$ cat src/core/lcd_pkg.sv
package lcd_pkg;
  // Serial word layout
  localparam int WORD_BITS      = 8;
  localparam int CODE_BITS      = 7;
  localparam int CODE_MSB       = 7;
  localparam int CODE_LSB       = 1;
  localparam int SEL_BIT        = 0;
  localparam logic SEL_RED      = 1'h0;
  localparam logic SEL_IR       = 1'h1;
  localparam logic [6:0] CODE_RESET = 7'h00;
  localparam logic [6:0] CODE_MAX   = 7'h7f;
  // Pin idle levels: select and cancel enable high, rest low
  localparam logic [5:0] SYNC_INIT  = 6'h21;

  // Output arrangement
  typedef enum logic {
    LCD_BRIDGE   = 1'b0,
    LCD_PUSHPULL = 1'b1
  } lcd_mode_t;

  // Serial port phase
  typedef enum logic [1:0] {
    LCD_IDLE  = 2'b00,
    LCD_SHIFT = 2'b01
  } lcd_state_t;

  // One LED's pin drive
  typedef struct packed {
    logic level;
    logic enable;
  } lcd_pin_t;

  // Latched current settings
  typedef struct packed {
    logic [6:0] red;
    logic [6:0] ir;
  } lcd_codes_t;
endpackage

$ cat src/core/lcd_led_current_ctrl.sv
`timescale 1ns/1ps
// Overview of operation
// - Red and infrared select inputs each switch one LED, active high.
// - Each LED current set by its own 7-bit code written serially.
// - Codes 0 to 127 accepted; current scales linearly with code.
// - Bridge: both low floats outputs; one high drives that side high.
// - Both selects high drive both outputs high; in bridge, no LED current.
// - One 8-bit shift latch plus red and infrared 7-bit registers.
// - Words sent MSB first; select bit 0 arrives last.
// - Serial bits accepted only while chip select is low.
// - One data bit sampled on each serial clock rising edge.
// - Chip select rising copies latch into register chosen by bit 0.
// - Bits 7..1 carry current code, bit 0 selects register.
// - Bridge drive or two independent push-pull drives supported.
// - With cancellation on, conversion pauses while no LED is lit.
// - Cancellation enable low gives continuous conversion; high enables.
module lcd_led_current_ctrl (
  input  wire logic             clk,
  input  wire logic             srst,
  input  wire logic             clkEn,
  input  wire lcd_pkg::lcd_mode_t driveMode,
  input  wire logic             serialSelN,
  input  wire logic             serialClk,
  input  wire logic             serialData,
  input  wire logic             redLedSelect,
  input  wire logic             infraredLedSelect,
  input  wire logic             ambientCancelEnable,
  output logic [6:0]            redCurrentCode,
  output logic [6:0]            infraredCurrentCode,
  output logic                  redDriveOutput,
  output logic                  redDriveEnable,
  output logic                  infraredDriveOutput,
  output logic                  infraredDriveEnable,
  output logic                  converterRun,
  output logic                  codesUpdated
);

  // Two-flop synchronisers for pins, third flop for edge detection
  localparam int NSYNC = 6;
  logic [NSYNC-1:0] pinMeta_r;
  logic [NSYNC-1:0] pinMeta_nxt;
  logic [NSYNC-1:0] pinSync_r;
  logic [NSYNC-1:0] pinSync_nxt;
  logic [NSYNC-1:0] pinPrev_r;
  logic [NSYNC-1:0] pinPrev_nxt;
  logic [NSYNC-1:0] pinIn;

  assign pinIn = {serialSelN, serialClk, serialData, redLedSelect,
                  infraredLedSelect, ambientCancelEnable};

  genvar gi;
  generate
    for (gi = 0; gi < NSYNC; gi++) begin : gSync
      always_comb begin
        pinMeta_nxt[gi] = pinIn[gi];
        pinSync_nxt[gi] = pinMeta_r[gi];
        pinPrev_nxt[gi] = pinSync_r[gi];
      end

      // Reset to each pin's idle level: no false edge or LED pulse
      always_ff @(posedge clk) begin
        if (srst) begin
          pinMeta_r[gi] <= lcd_pkg::SYNC_INIT[gi];
          pinSync_r[gi] <= lcd_pkg::SYNC_INIT[gi];
          pinPrev_r[gi] <= lcd_pkg::SYNC_INIT[gi];
        end else if (clkEn) begin
          pinMeta_r[gi] <= pinMeta_nxt[gi];
          pinSync_r[gi] <= pinSync_nxt[gi];
          pinPrev_r[gi] <= pinPrev_nxt[gi];
        end
      end
    end
  endgenerate

  logic selN;
  logic sclkRise;
  logic sdata;
  logic redSel;
  logic irSel;
  logic cancelEn;
  logic selRise;
  logic selFall;

  assign selN     = pinSync_r[5];
  assign sclkRise = pinSync_r[4] & ~pinPrev_r[4];
  assign sdata    = pinSync_r[3];
  assign redSel   = pinSync_r[2];
  assign irSel    = pinSync_r[1];
  assign cancelEn = pinSync_r[0];
  assign selRise  = selN & ~pinPrev_r[5];
  assign selFall  = ~selN & pinPrev_r[5];

  // Serial port: latch and two stored settings
  lcd_pkg::lcd_state_t state_r;
  lcd_pkg::lcd_state_t state_nxt;
  logic [7:0]          shift_r;
  logic [7:0]          shift_nxt;
  lcd_pkg::lcd_codes_t codes_r;
  lcd_pkg::lcd_codes_t codes_nxt;
  logic                upd_r;
  logic                upd_nxt;

  always_comb begin
    state_nxt  = state_r;
    shift_nxt  = shift_r;
    codes_nxt  = codes_r;
    upd_nxt    = 1'b0;
    case (state_r)
      lcd_pkg::LCD_IDLE: begin
        if (selFall || !selN) begin
          state_nxt  = lcd_pkg::LCD_SHIFT;
        end
      end
      lcd_pkg::LCD_SHIFT: begin
        if (selRise) begin
          state_nxt = lcd_pkg::LCD_IDLE;
          upd_nxt   = 1'b1;
          if (shift_r[lcd_pkg::SEL_BIT] == lcd_pkg::SEL_RED) begin
            codes_nxt.red = shift_r[lcd_pkg::CODE_MSB:lcd_pkg::CODE_LSB];
          end else begin
            codes_nxt.ir = shift_r[lcd_pkg::CODE_MSB:lcd_pkg::CODE_LSB];
          end
        end else if (!selN && sclkRise) begin
          shift_nxt = {shift_r[6:0], sdata};
        end
      end
      default: begin
        state_nxt = lcd_pkg::LCD_IDLE;
      end
    endcase
  end

  always_ff @(posedge clk) begin
    if (srst) begin
      state_r  <= lcd_pkg::LCD_IDLE;
      shift_r  <= 8'h00;
      codes_r  <= {lcd_pkg::CODE_RESET, lcd_pkg::CODE_RESET};
      upd_r    <= 1'b0;
    end else if (clkEn) begin
      state_r  <= state_nxt;
      shift_r  <= shift_nxt;
      codes_r  <= codes_nxt;
      upd_r    <= upd_nxt;
    end
  end

  // Full 0..127 range passes to the current DAC unchanged
  assign redCurrentCode      = codes_r.red;
  assign infraredCurrentCode = codes_r.ir;
  assign codesUpdated        = upd_r;

  // LED drive truth table
  lcd_pkg::lcd_pin_t redPin_r;
  lcd_pkg::lcd_pin_t redPin_nxt;
  lcd_pkg::lcd_pin_t irPin_r;
  lcd_pkg::lcd_pin_t irPin_nxt;
  logic              conv_r;
  logic              conv_nxt;

  always_comb begin
    redPin_nxt = '{level: 1'b0, enable: 1'b0};
    irPin_nxt  = '{level: 1'b0, enable: 1'b0};
    if (driveMode == lcd_pkg::LCD_BRIDGE) begin
      case ({redSel, irSel})
        2'b00: begin
          redPin_nxt = '{level: 1'b0, enable: 1'b0};
          irPin_nxt  = '{level: 1'b0, enable: 1'b0};
        end
        2'b10: begin
          redPin_nxt = '{level: 1'b1, enable: 1'b1};
          irPin_nxt  = '{level: 1'b0, enable: 1'b1};
        end
        2'b01: begin
          redPin_nxt = '{level: 1'b0, enable: 1'b1};
          irPin_nxt  = '{level: 1'b1, enable: 1'b1};
        end
        2'b11: begin
          redPin_nxt = '{level: 1'b1, enable: 1'b1};
          irPin_nxt  = '{level: 1'b1, enable: 1'b1};
        end
        default: begin
          redPin_nxt = '{level: 1'b0, enable: 1'b0};
          irPin_nxt  = '{level: 1'b0, enable: 1'b0};
        end
      endcase
    end else begin
      // Independent push-pull: each select drives its own LED
      redPin_nxt = '{level: redSel, enable: 1'b1};
      irPin_nxt  = '{level: irSel, enable: 1'b1};
    end
  end

  always_ff @(posedge clk) begin
    if (srst) begin
      redPin_r <= '{level: 1'b0, enable: 1'b0};
      irPin_r  <= '{level: 1'b0, enable: 1'b0};
    end else if (clkEn) begin
      redPin_r <= redPin_nxt;
      irPin_r  <= irPin_nxt;
    end
  end

  // Conversion runs only while exactly one LED lit, unless disabled
  always_comb begin
    conv_nxt = !cancelEn || (redSel ^ irSel);
  end

  always_ff @(posedge clk) begin
    if (srst) begin
      conv_r <= 1'b0;
    end else if (clkEn) begin
      conv_r <= conv_nxt;
    end
  end

  assign redDriveOutput      = redPin_r.level;
  assign redDriveEnable      = redPin_r.enable;
  assign infraredDriveOutput = irPin_r.level;
  assign infraredDriveEnable = irPin_r.enable;
  assign converterRun        = conv_r;

endmodule

$ cat config.mk
export PLATFORM = sky130hd
export DESIGN_NAME = lcd_led_current_ctrl
export DESIGN_NICKNAME = d
export VERILOG_FILES = /design/src/core/lcd_pkg.sv /design/src/core/lcd_led_current_ctrl.sv
export SDC_FILE = /design/constraint.sdc
export NUM_CORES = 1
export LEC_CHECK = 0
export BUFFER_PORTS_ARGS = -buffer_cell sky130_fd_sc_hd__buf_2
export CORE_MARGIN = 3
export CORE_UTILIZATION = 50
export DETAILED_ROUTE_END_ITERATION = 8
export PLACE_DENSITY = 0.72
export SYNTH_ARGS = -nofsm -noshare
export SYNTH_HDL_FRONTEND = slang
export SYNTH_SLANG_ARGS = --single-unit
$ cat constraint.sdc
create_clock -name clk -period 1.5 [get_ports clk]
set_clock_uncertainty 0.1 [all_clocks]
set_input_delay 0.075 -clock clk [delete_from_list [all_inputs] [get_ports clk]]
set_output_delay 0.075 -clock clk [all_outputs]
set_load 0.01 [all_outputs]
# Word-level counts from Yosys, hierarchy flattened
# Index checks and enable logic that the tools add are counted.
[totals]
mem_bits_ro = 0
regBits = 44
in_bits = 10
output_inout_bits = 20
mem_count = 0
mem_bits_rw = 0
wordCells = 61
latchBits = 0
[classes]
n_mul = 0
mux = 9
div_mod_pow = 0
n_lt_le_gt_ge = 0
addsub = 0
n_reduce_logical = 13
shift = 0
n_bitwise = 9
n_eq_ne = 6
[op_table]
columns = ["operator", "n"]
rows = [
  ["one-hot mux 2 bit (3 select lines)", 2],
  ["AND reduction 4 bit", 3],
  ["two-way mux 2 bit", 4],
  ["NOT 1 bit", 5],
  ["equality test 2 x 1 -> 1 bit (second input constant)", 2],
  ["equality test 2 bit (second input constant)", 2],
  ["zero test 2 bit", 2],
  ["inequality test 2 bit (second input constant)", 2],
  ["one-hot mux 2 bit (2 select lines)", 1],
  ["OR reduction 2 bit", 2],
  ["bitwise AND 1 bit", 3],
  ["AND reduction 3 bit", 1],
  ["zero test 1 bit", 2],
  ["logical OR 1 bit", 2],
  ["two-way mux 1 bit", 2],
  ["logical AND 1 bit", 1],
  ["XOR 1 bit", 1],
]

# Depth between registers and ports, before layout
# Gate-level depths: netlist (run 1).
[depth]
ltp_word = 5
depth_mapped = 5
ltp_nobuf = 5

# Worst setup path before layout (run 1)
# Ideal clock, no wire load.
[synth_timing]
path_type = "register -> register"
startpoint = "reg pinSync_r[2], in the netlist redSel"
endpoint = "reg irPin_r (netlist bit infraredDriveOutput)"
t_required_ps = 1309
path_stages_with_launch = 6
path_slack_ps = 314
setup_time_ps = 91
period_less_slack_ps = 1186
n_path_buf = 0
arrival_time_ps = 995
cell_sequence = "dfxtp_1 > inv_1 > ha_1 > nor2_1 > o21ai_0 > a311oi_1"
[synth_via]
elab_chain_cells = 4
elab_cells_between_ends = 7
cone_classes = "eq/ne: 3; mux: 2; reduce/logical: 2"
[synth_lines]
columns = ["item", "line", "rtl"]
rows = [
  ["start, declared", "lcd_led_current_ctrl.sv:42", "logic [NSYNC-1:0] pinSync_r;"],
  ["start signal, assigned by index", "lcd_led_current_ctrl.sv:64", "pinSync_r[gi] <= lcd_pkg::SYNC_INIT[gi];"],
  ["start signal, assigned by index", "lcd_led_current_ctrl.sv:68", "pinSync_r[gi] <= pinSync_nxt[gi];"],
  ["equality test 2 bit / equality test 2 x 1 -> 1 bit (equally long branches)", "lcd_led_current_ctrl.sv:164", "case ({redSel, irSel})"],
  ["OR reduction 2 bit (no line)", "-", ""],
  ["one-hot mux 2 bit (3 select lines) (*)", "lcd_led_current_ctrl.sv:164", ""],
  ["two-way mux 2 bit (*)", "lcd_led_current_ctrl.sv:163", "if (driveMode == lcd_pkg::LCD_BRIDGE) begin"],
  ["end signal, assigned", "lcd_led_current_ctrl.sv:196", "irPin_r <= '{level: 1'b0, enable: 1'b0};"],
  ["end signal, assigned", "lcd_led_current_ctrl.sv:199", "irPin_r <= irPin_nxt;"],
  ["end, declared", "lcd_led_current_ctrl.sv:155", "lcd_pkg::lcd_pin_t irPin_r;"],
]
# Mark *: on every way between the ends. The rest lies on a longest branch, timed or not.
# A chain may end at the register's enable or synchronous reset.

# Final worst setup path (run 1)
[layout_timing]
startpoint = "reg pinSync_r[5], in the netlist selN"
endpoint = "reg codes_r (netlist bit redCurrentCode[0])"
[layout_via]
elab_chain_cells = 2
[layout_lines]
columns = ["item", "line", "rtl"]
rows = [
  ["bitwise AND 1 bit", "lcd_led_current_ctrl.sv:90", "assign selRise = selN & ~pinPrev_r[5];"],
  ["AND reduction 4 bit (no line)", "-", ""],
  ["end signal, assigned", "lcd_led_current_ctrl.sv:137", "codes_r <= {lcd_pkg::CODE_RESET, lcd_pkg::CODE_RESET};"],
  ["end signal, assigned", "lcd_led_current_ctrl.sv:142", "codes_r <= codes_nxt;"],
  ["end, declared", "lcd_led_current_ctrl.sv:98", "lcd_pkg::lcd_codes_t codes_r;"],
]
# No other way between the ends.

==> impl_metrics.toml, run 1 <==
[floorplanning]
die_width_um = 65.2
rows = 20
die_height_um = 65.2
start_util_pct = 54.8
dieArea_um2 = 4250
core_area_um2 = 3200
io_pins = 30

[sta]
slew_violations = 0
rsz0062_at_grt = "no"
fmax_ghz = 0.733
finalCritPeriodShare_pct = 90.9
slew_headroom_pct = 73.9
setup_viol = 0
hold_violations = 0
fin_setup_tns_ps = 0
min_period_ps = 1360
tightest_slew_ps = 392

[setup_path]
crit_top_cell = "o21ai_0"
cp_num_buf_inv = 1
slowest_stage = "dfxtp_1"
cpPeakStageDelay_ps = 470
crit_fanout = 13
worst_setup_path_start_kind = "register"
setup.worst_path.end_class = "register"
worst_ep_required_time_ps = 1640
critical-path-top-delay-family = "flip-flops"
cp.arrival_ps = 1500
crit_type = "register to register"
crit_chain = "nand4b_4 > buf_4 > o21ai_0 > o21ai_0"

[grt]
grt_max_degree = 28
antenna_found_initial = 0
grt_pass1_wl_mm = 5.83
gr-usage-all-layers_pct = 17.9
grt-ovfl-total = 0
grt_pass1_vias = 1225

[layout]
fin_util_pct = 63.8
syn_to_final_growth_pct = 16.5
fin_area_um2 = 2040
fin_nets = 229
antenna_cells = 0
layoutNonFillerInstCount = 257
nFillCells = 300
layout-drive-gt1-share_pct = 21.6

[yosys]
synthTopCellsByArea = "dfxtp_1, mux2i_1, o21ai_0, and2b_1, ha_1"
ys_ff_latch = 43
netlist_area_um2 = 1750
synth_edf_count = 0
yosys_warnings = 0
synth_top_cell_area_share_pct = 49.1
ys_seq_area_share_pct = 49.1
synthArstFlopShare_pct = 0
ys.flop_type = "dfxtp_1"
synth_cells = 174
synthDistinctLibCells = 30
synth_top_area_cell = "dfxtp_1"
synth_fp_nets = 189
synth.most_common_cell = "dfxtp_1"
avgSynthCellArea_um2 = 10.1
synth_commonest_cells = "dfxtp_1, o21ai_0, mux2i_1, nor2_1, nand2b_1"

[detailed_routing]
vias = 1300
first_pass_iters = 4
viasPerCell = 5.06
wirelength_mm = 3.36
drt-initial-drc-count = 73
wl_per_cell_um = 13.1
ant_nets = 0
drcViolationCount = 0

[clock_network]
htreeDepth = 2
numCtsBuffers = 5
clock_sinks = 43
clkTransAtPathRegs_ps = 110
cts_tree = "done"
clk_latency_ps = 350
cts_resized = 0
root_buffer = "clkbuf_4"
clockBufferDepth = 2

[power_and_ir_drop]
clkPwrFrac_pct = 27.7
switching_share_pct = 23.4
internal_power_mw = 1.41
seqPwrFrac_pct = 64.8
p_switching_mw = 0.429
p_leak_nw = 0.893
ir_drop_mv = 0.596
power_mw = 1.84
power_frac_comb_pct = 7.6
p_per_area_nw_per_um2 = 899

[place]
portBuffers = 29
placed_area_um2 = 1920
dp_hpwl_mm = 2.32
dp_cells = 242
gp_congestion = 0.743

[flow_run]
max_cap_viol_count = 0

[run_status]
status = "complete, no violations"

[worst_hold_path]
hp-class = "primary input to register"
cell families (layout without fill, tap and decap cells):
family                     after synthesis  count (layout)  share of synthesized area (%)
and+or+nand+nor                         53              53                           19.0
adders and majority gates                5               5                           3.57
buffers and inverters                   13              52                           4.42
DFF                                     43              43                           49.1
muxes                                   17              17                           9.70
AOI/OAI and AO/OA                       43              43                           14.2
worst register-to-register path, delay by kind of cell (launching register included):
family	cells	cell delay (ps)
AOI/OAI and AO/OA	2	240
buffers and inverters	1	220
DFF	1	470
and+or+nand+nor	1	230
layout make-up:
cell class | instances | area (µm²) | share of cell area [%]
flip-flops and latches | 43 | 861 | 42.1
clock buffers | 6 | 41.3 | 2.02
well taps | 44 | 55.1 | 2.69
repair buffers | 41 | 253 | 12.4
multi-input cells | 118 | 816 | 39.9
inverters | 5 | 18.8 | 0.918
flip-flops by register name (all words and copies together) (netlist names):
signal / flops
pinMeta_r: 6
codesUpdated: 1
converterRun: 1
selN: 1
redDriveOutput: 1
pinPrev_nxt: 1
state_r: 1
infraredCurrentCode: 7
pinPrev_r: 2
redDriveEnable: 1
redSel: 1
infraredDriveEnable: 1
sdata: 1
irSel: 1
cancelEn: 1
redCurrentCode: 7
infraredDriveOutput: 1
shift_r: 8
path summary, 6_finish.rpt:
kind | cells past startpoint | to | slack, ps | startpoint
worst min register to register | 2 | codesUpdated$_SDFFE_PP0P_ | 370 | codesUpdated$_SDFFE_PP0P_
worst min-delay path | 2 | pinMeta_r[4]$_SDFFE_PP0P_ | 20 | srst
worst max register to register | 4 | redCurrentCode[0]$_SDFFE_PP0P_ | 140 | selN$_SDFFE_PP1P_
worst max-delay path | 4 | redCurrentCode[0]$_SDFFE_PP0P_ | 140 | selN$_SDFFE_PP1P_
power groups by stage:
stage          clock network, mW  registers [mW]  logic, mW
3_3_place_gp                   0            1.21      0.120
3_5_place_dp                   0            1.22      0.126
6_report                   0.508            1.19      0.140
4_1_cts                    0.519            1.19      0.140
5_1_grt                    0.564            1.19      0.156
2_1_floorplan                  0            1.22     0.0898
through the flow:
step / setup WS [ps] / hold WS (ps)
after CTS: 132 / 7.71
after floorplan: 314 / 97.4
after detailed placement: 160 / 199
after global placement: 239 / 185
after global routing: 4.66 / 57.1
final: 136 / 19.4
cell usage in the layout (no fill, tap or decap):
master          n
a21o_1          1
ha_1            5
dfxtp_1        43
inv_1           4
dlygate4sd3_1   7
nor2_1         14
and2b_1         9
a21oi_1         3
nor3_1          1
nand2_1         4
nor2b_1         8
buf_2          29
nand4b_1        1
buf_4           5
nor2b_2         1
o21ai_1         8
a311oi_1        3
clkbuf_4        5
nand4b_4        1
or2_2           1
nand2b_1       10
or2_4           1
o21ai_0        22
nor2_4          1
clkbuf_1        1
nand2b_4        1
o22ai_1         1
inv_2           1
a211o_1         5
mux2i_1        17
metal layers:
| metal | routed length, µm | vias to the layer above | track usage, % |
|---|---|---|---|
| met2 | 1580 | 22 | 27.9 |
| met5 | 0 | - | 0 |
| met3 | 130 | 7 | 4.62 |
| met4 | 45 | 0 | 6.99 |
| met1 | 1600 | 597 | 23.7 |
| li1 | - | 674 | - |
timing repair:
item | in CTS | in global routing
hold endpoints to repair | 10 | 0
setup endpoints to repair | 0 | 1
hold buffers | 7 | 0
buffers inserted | 0 | 2
Note: power is estimated with default switching activity, not from simulation.
==> inputs of run 2 (changes only) <==
--- a/config.mk
+++ b/config.mk
@@ -7,9 +7,8 @@
 export LEC_CHECK = 0
 export BUFFER_PORTS_ARGS = -buffer_cell sky130_fd_sc_hd__buf_2
 export CORE_MARGIN = 3
-export CORE_UTILIZATION = 50
+export CORE_UTILIZATION = 30
 export DETAILED_ROUTE_END_ITERATION = 8
-export PLACE_DENSITY = 0.72
 export SYNTH_ARGS = -nofsm -noshare
 export SYNTH_HDL_FRONTEND = slang
 export SYNTH_SLANG_ARGS = --single-unit
==> impl_metrics.toml, run 2 (synthesized netlist as in run 1, its figures left out) <==
[power_and_ir_drop]
p_switching_mw = 0.470
internal_power_mw = 1.78
switching_share_pct = 20.9
clkPwrFrac_pct = 40.9
power_frac_comb_pct = 6.3
ir_drop_mv = 0.502
p_per_area_nw_per_um2 = 1050
p_leak_nw = 0.935
seqPwrFrac_pct = 52.8

[grt]
grt_pass1_vias = 1290
gr-usage-all-layers_pct = 11.0
grt_pass1_wl_mm = 5.73
antenna_found_initial = 0
grt-ovfl-total = 0
grt_max_degree = 29

[detailed_routing]
drt-initial-drc-count = 52
drcViolationCount = 0
wl_per_cell_um = 11.5
wirelength_mm = 3.29
vias = 1273
viasPerCell = 4.47
ant_nets = 0
first_pass_iters = 4

[clock_network]
clkTransAtPathRegs_ps = 80
clock_sinks = 43
numCtsBuffers = 5
htreeDepth = 2
cts_resized = 0
clk_latency_ps = 290
clockBufferDepth = 2
cts_tree = "done"
cts_setup_buffers = 0
root_buffer = "clkbuf_8"

[sta]
hold_violations = 0
slew_headroom_pct = 71.5
rsz0062_at_grt = "no"
slew_violations = 0
fin_setup_tns_ps = 0
setup_ws_ps = 180
setup_viol = 0
finalCritPeriodShare_pct = 88.0
tightest_slew_ps = 428
fmax_ghz = 0.757
min_period_ps = 1320

[place]
dp_slack_ps = 172
dp_hpwl_mm = 2.23
portBuffers = 29
gp_congestion = 0.771
dp_cells = 270

[layout]
layout-drive-gt1-share_pct = 22.1
layoutNonFillerInstCount = 285
final_cell_mix = "dfxtp_1, buf_2, o21ai_0"
nFillCells = 585
multiInputGateArea_um2 = 816
final_common_cell = "dfxtp_1"
top_register = "shift_r"
fin_util_pct = 38.6
fin_nets = 227
antenna_cells = 0
syn_to_final_growth_pct = 22.8
seq_area_um2 = 861
largest_register_ffs = 8

[setup_path]
worst_setup_path_start_kind = "register"
worst_ep_required_time_ps = 1620
cp_num_buf_inv = 0
crit_chain = "nand4b_4 > or2_4 > o21ai_1"
cpPeakStageDelay_ps = 450
crit_type = "register to register"
cp.arrival_ps = 1440
r2r-start = "selN$_SDFFE_PP1P_"
crit_fanout = 17
cp-startpoint = "selN$_SDFFE_PP1P_"
setup.worst_path.end_class = "register"
slowest_stage = "dfxtp_1"
critical-path-top-delay-family = "simple AND/OR/NAND/NOR gates"

[floorplanning]
dieArea_um2 = 6800
core_area_um2 = 5570
io_pins = 30
start_util_pct = 31.5
rows = 27
die_height_um = 82.5
die_width_um = 82.5

[worst_hold_path]
hp-class = "primary input to register"
hold_start = "srst"

[flow_run]
max_cap_viol_count = 0

[run_status]
status = "complete, no violations"
-- run 2: worst register-to-register path, stage by stage, from the launching register on --
cell      delay [ps]
dfxtp_1          450
nand4b_4         250
or2_4            330
o21ai_1          130
-- run 2: cell type report --
class	count	area share (%)
sequential	43	40.0
multi-input combinational	118	37.9
timing repair buffer	39	11.6
tap	72	4.18
clock buffer	6	3.83
clock inverter	2	1.63
inverter	5	0.872
-- run 2: power by group through the flow --
stage	logic, mW	clock network, mW	registers (mW)
floorplan	0.0898	0	1.22
global placement	0.129	0	1.21
detailed placement	0.131	0	1.22
CTS	0.145	0.956	1.19
global route	0.162	0.999	1.19
finish	0.143	0.921	1.19
-- run 2: final timing paths --
path	end	slack (ps)	cells after the start
max	infraredCurrentCode[4]$_SDFFE_PP0P_	180	3
min reg2reg	cancelEn$_SDFFE_PP1P_	360	1
max reg2reg	infraredCurrentCode[4]$_SDFFE_PP0P_	180	3
min	sdata$_SDFFE_PP0P_	110	2
-- run 2: repair_timing --
item,in CTS,in global routing
endpoints found under the setup margin,0,0
hold buffers,7,0
hold endpoints to repair,7,0
-- run 2: routing by layer --
metal,wire [µm],vias to the layer above,GRT usage (%)
met2,1450,28,18.0
met4,31,0,3.99
met3,212,5,3.80
li1,-,669,-
met5,0,-,0
met1,1590,571,13.4
-- run 2: through the flow --
stage	area [µm²]	total power, mW	hold WS [ps]
after floorplan	1750	1.31	97.4
after global placement	1970	1.34	182
after detailed placement	1970	1.35	186
after CTS	2150	2.29	99.6
after global routing	2150	2.35	143
final	2150	2.25	107
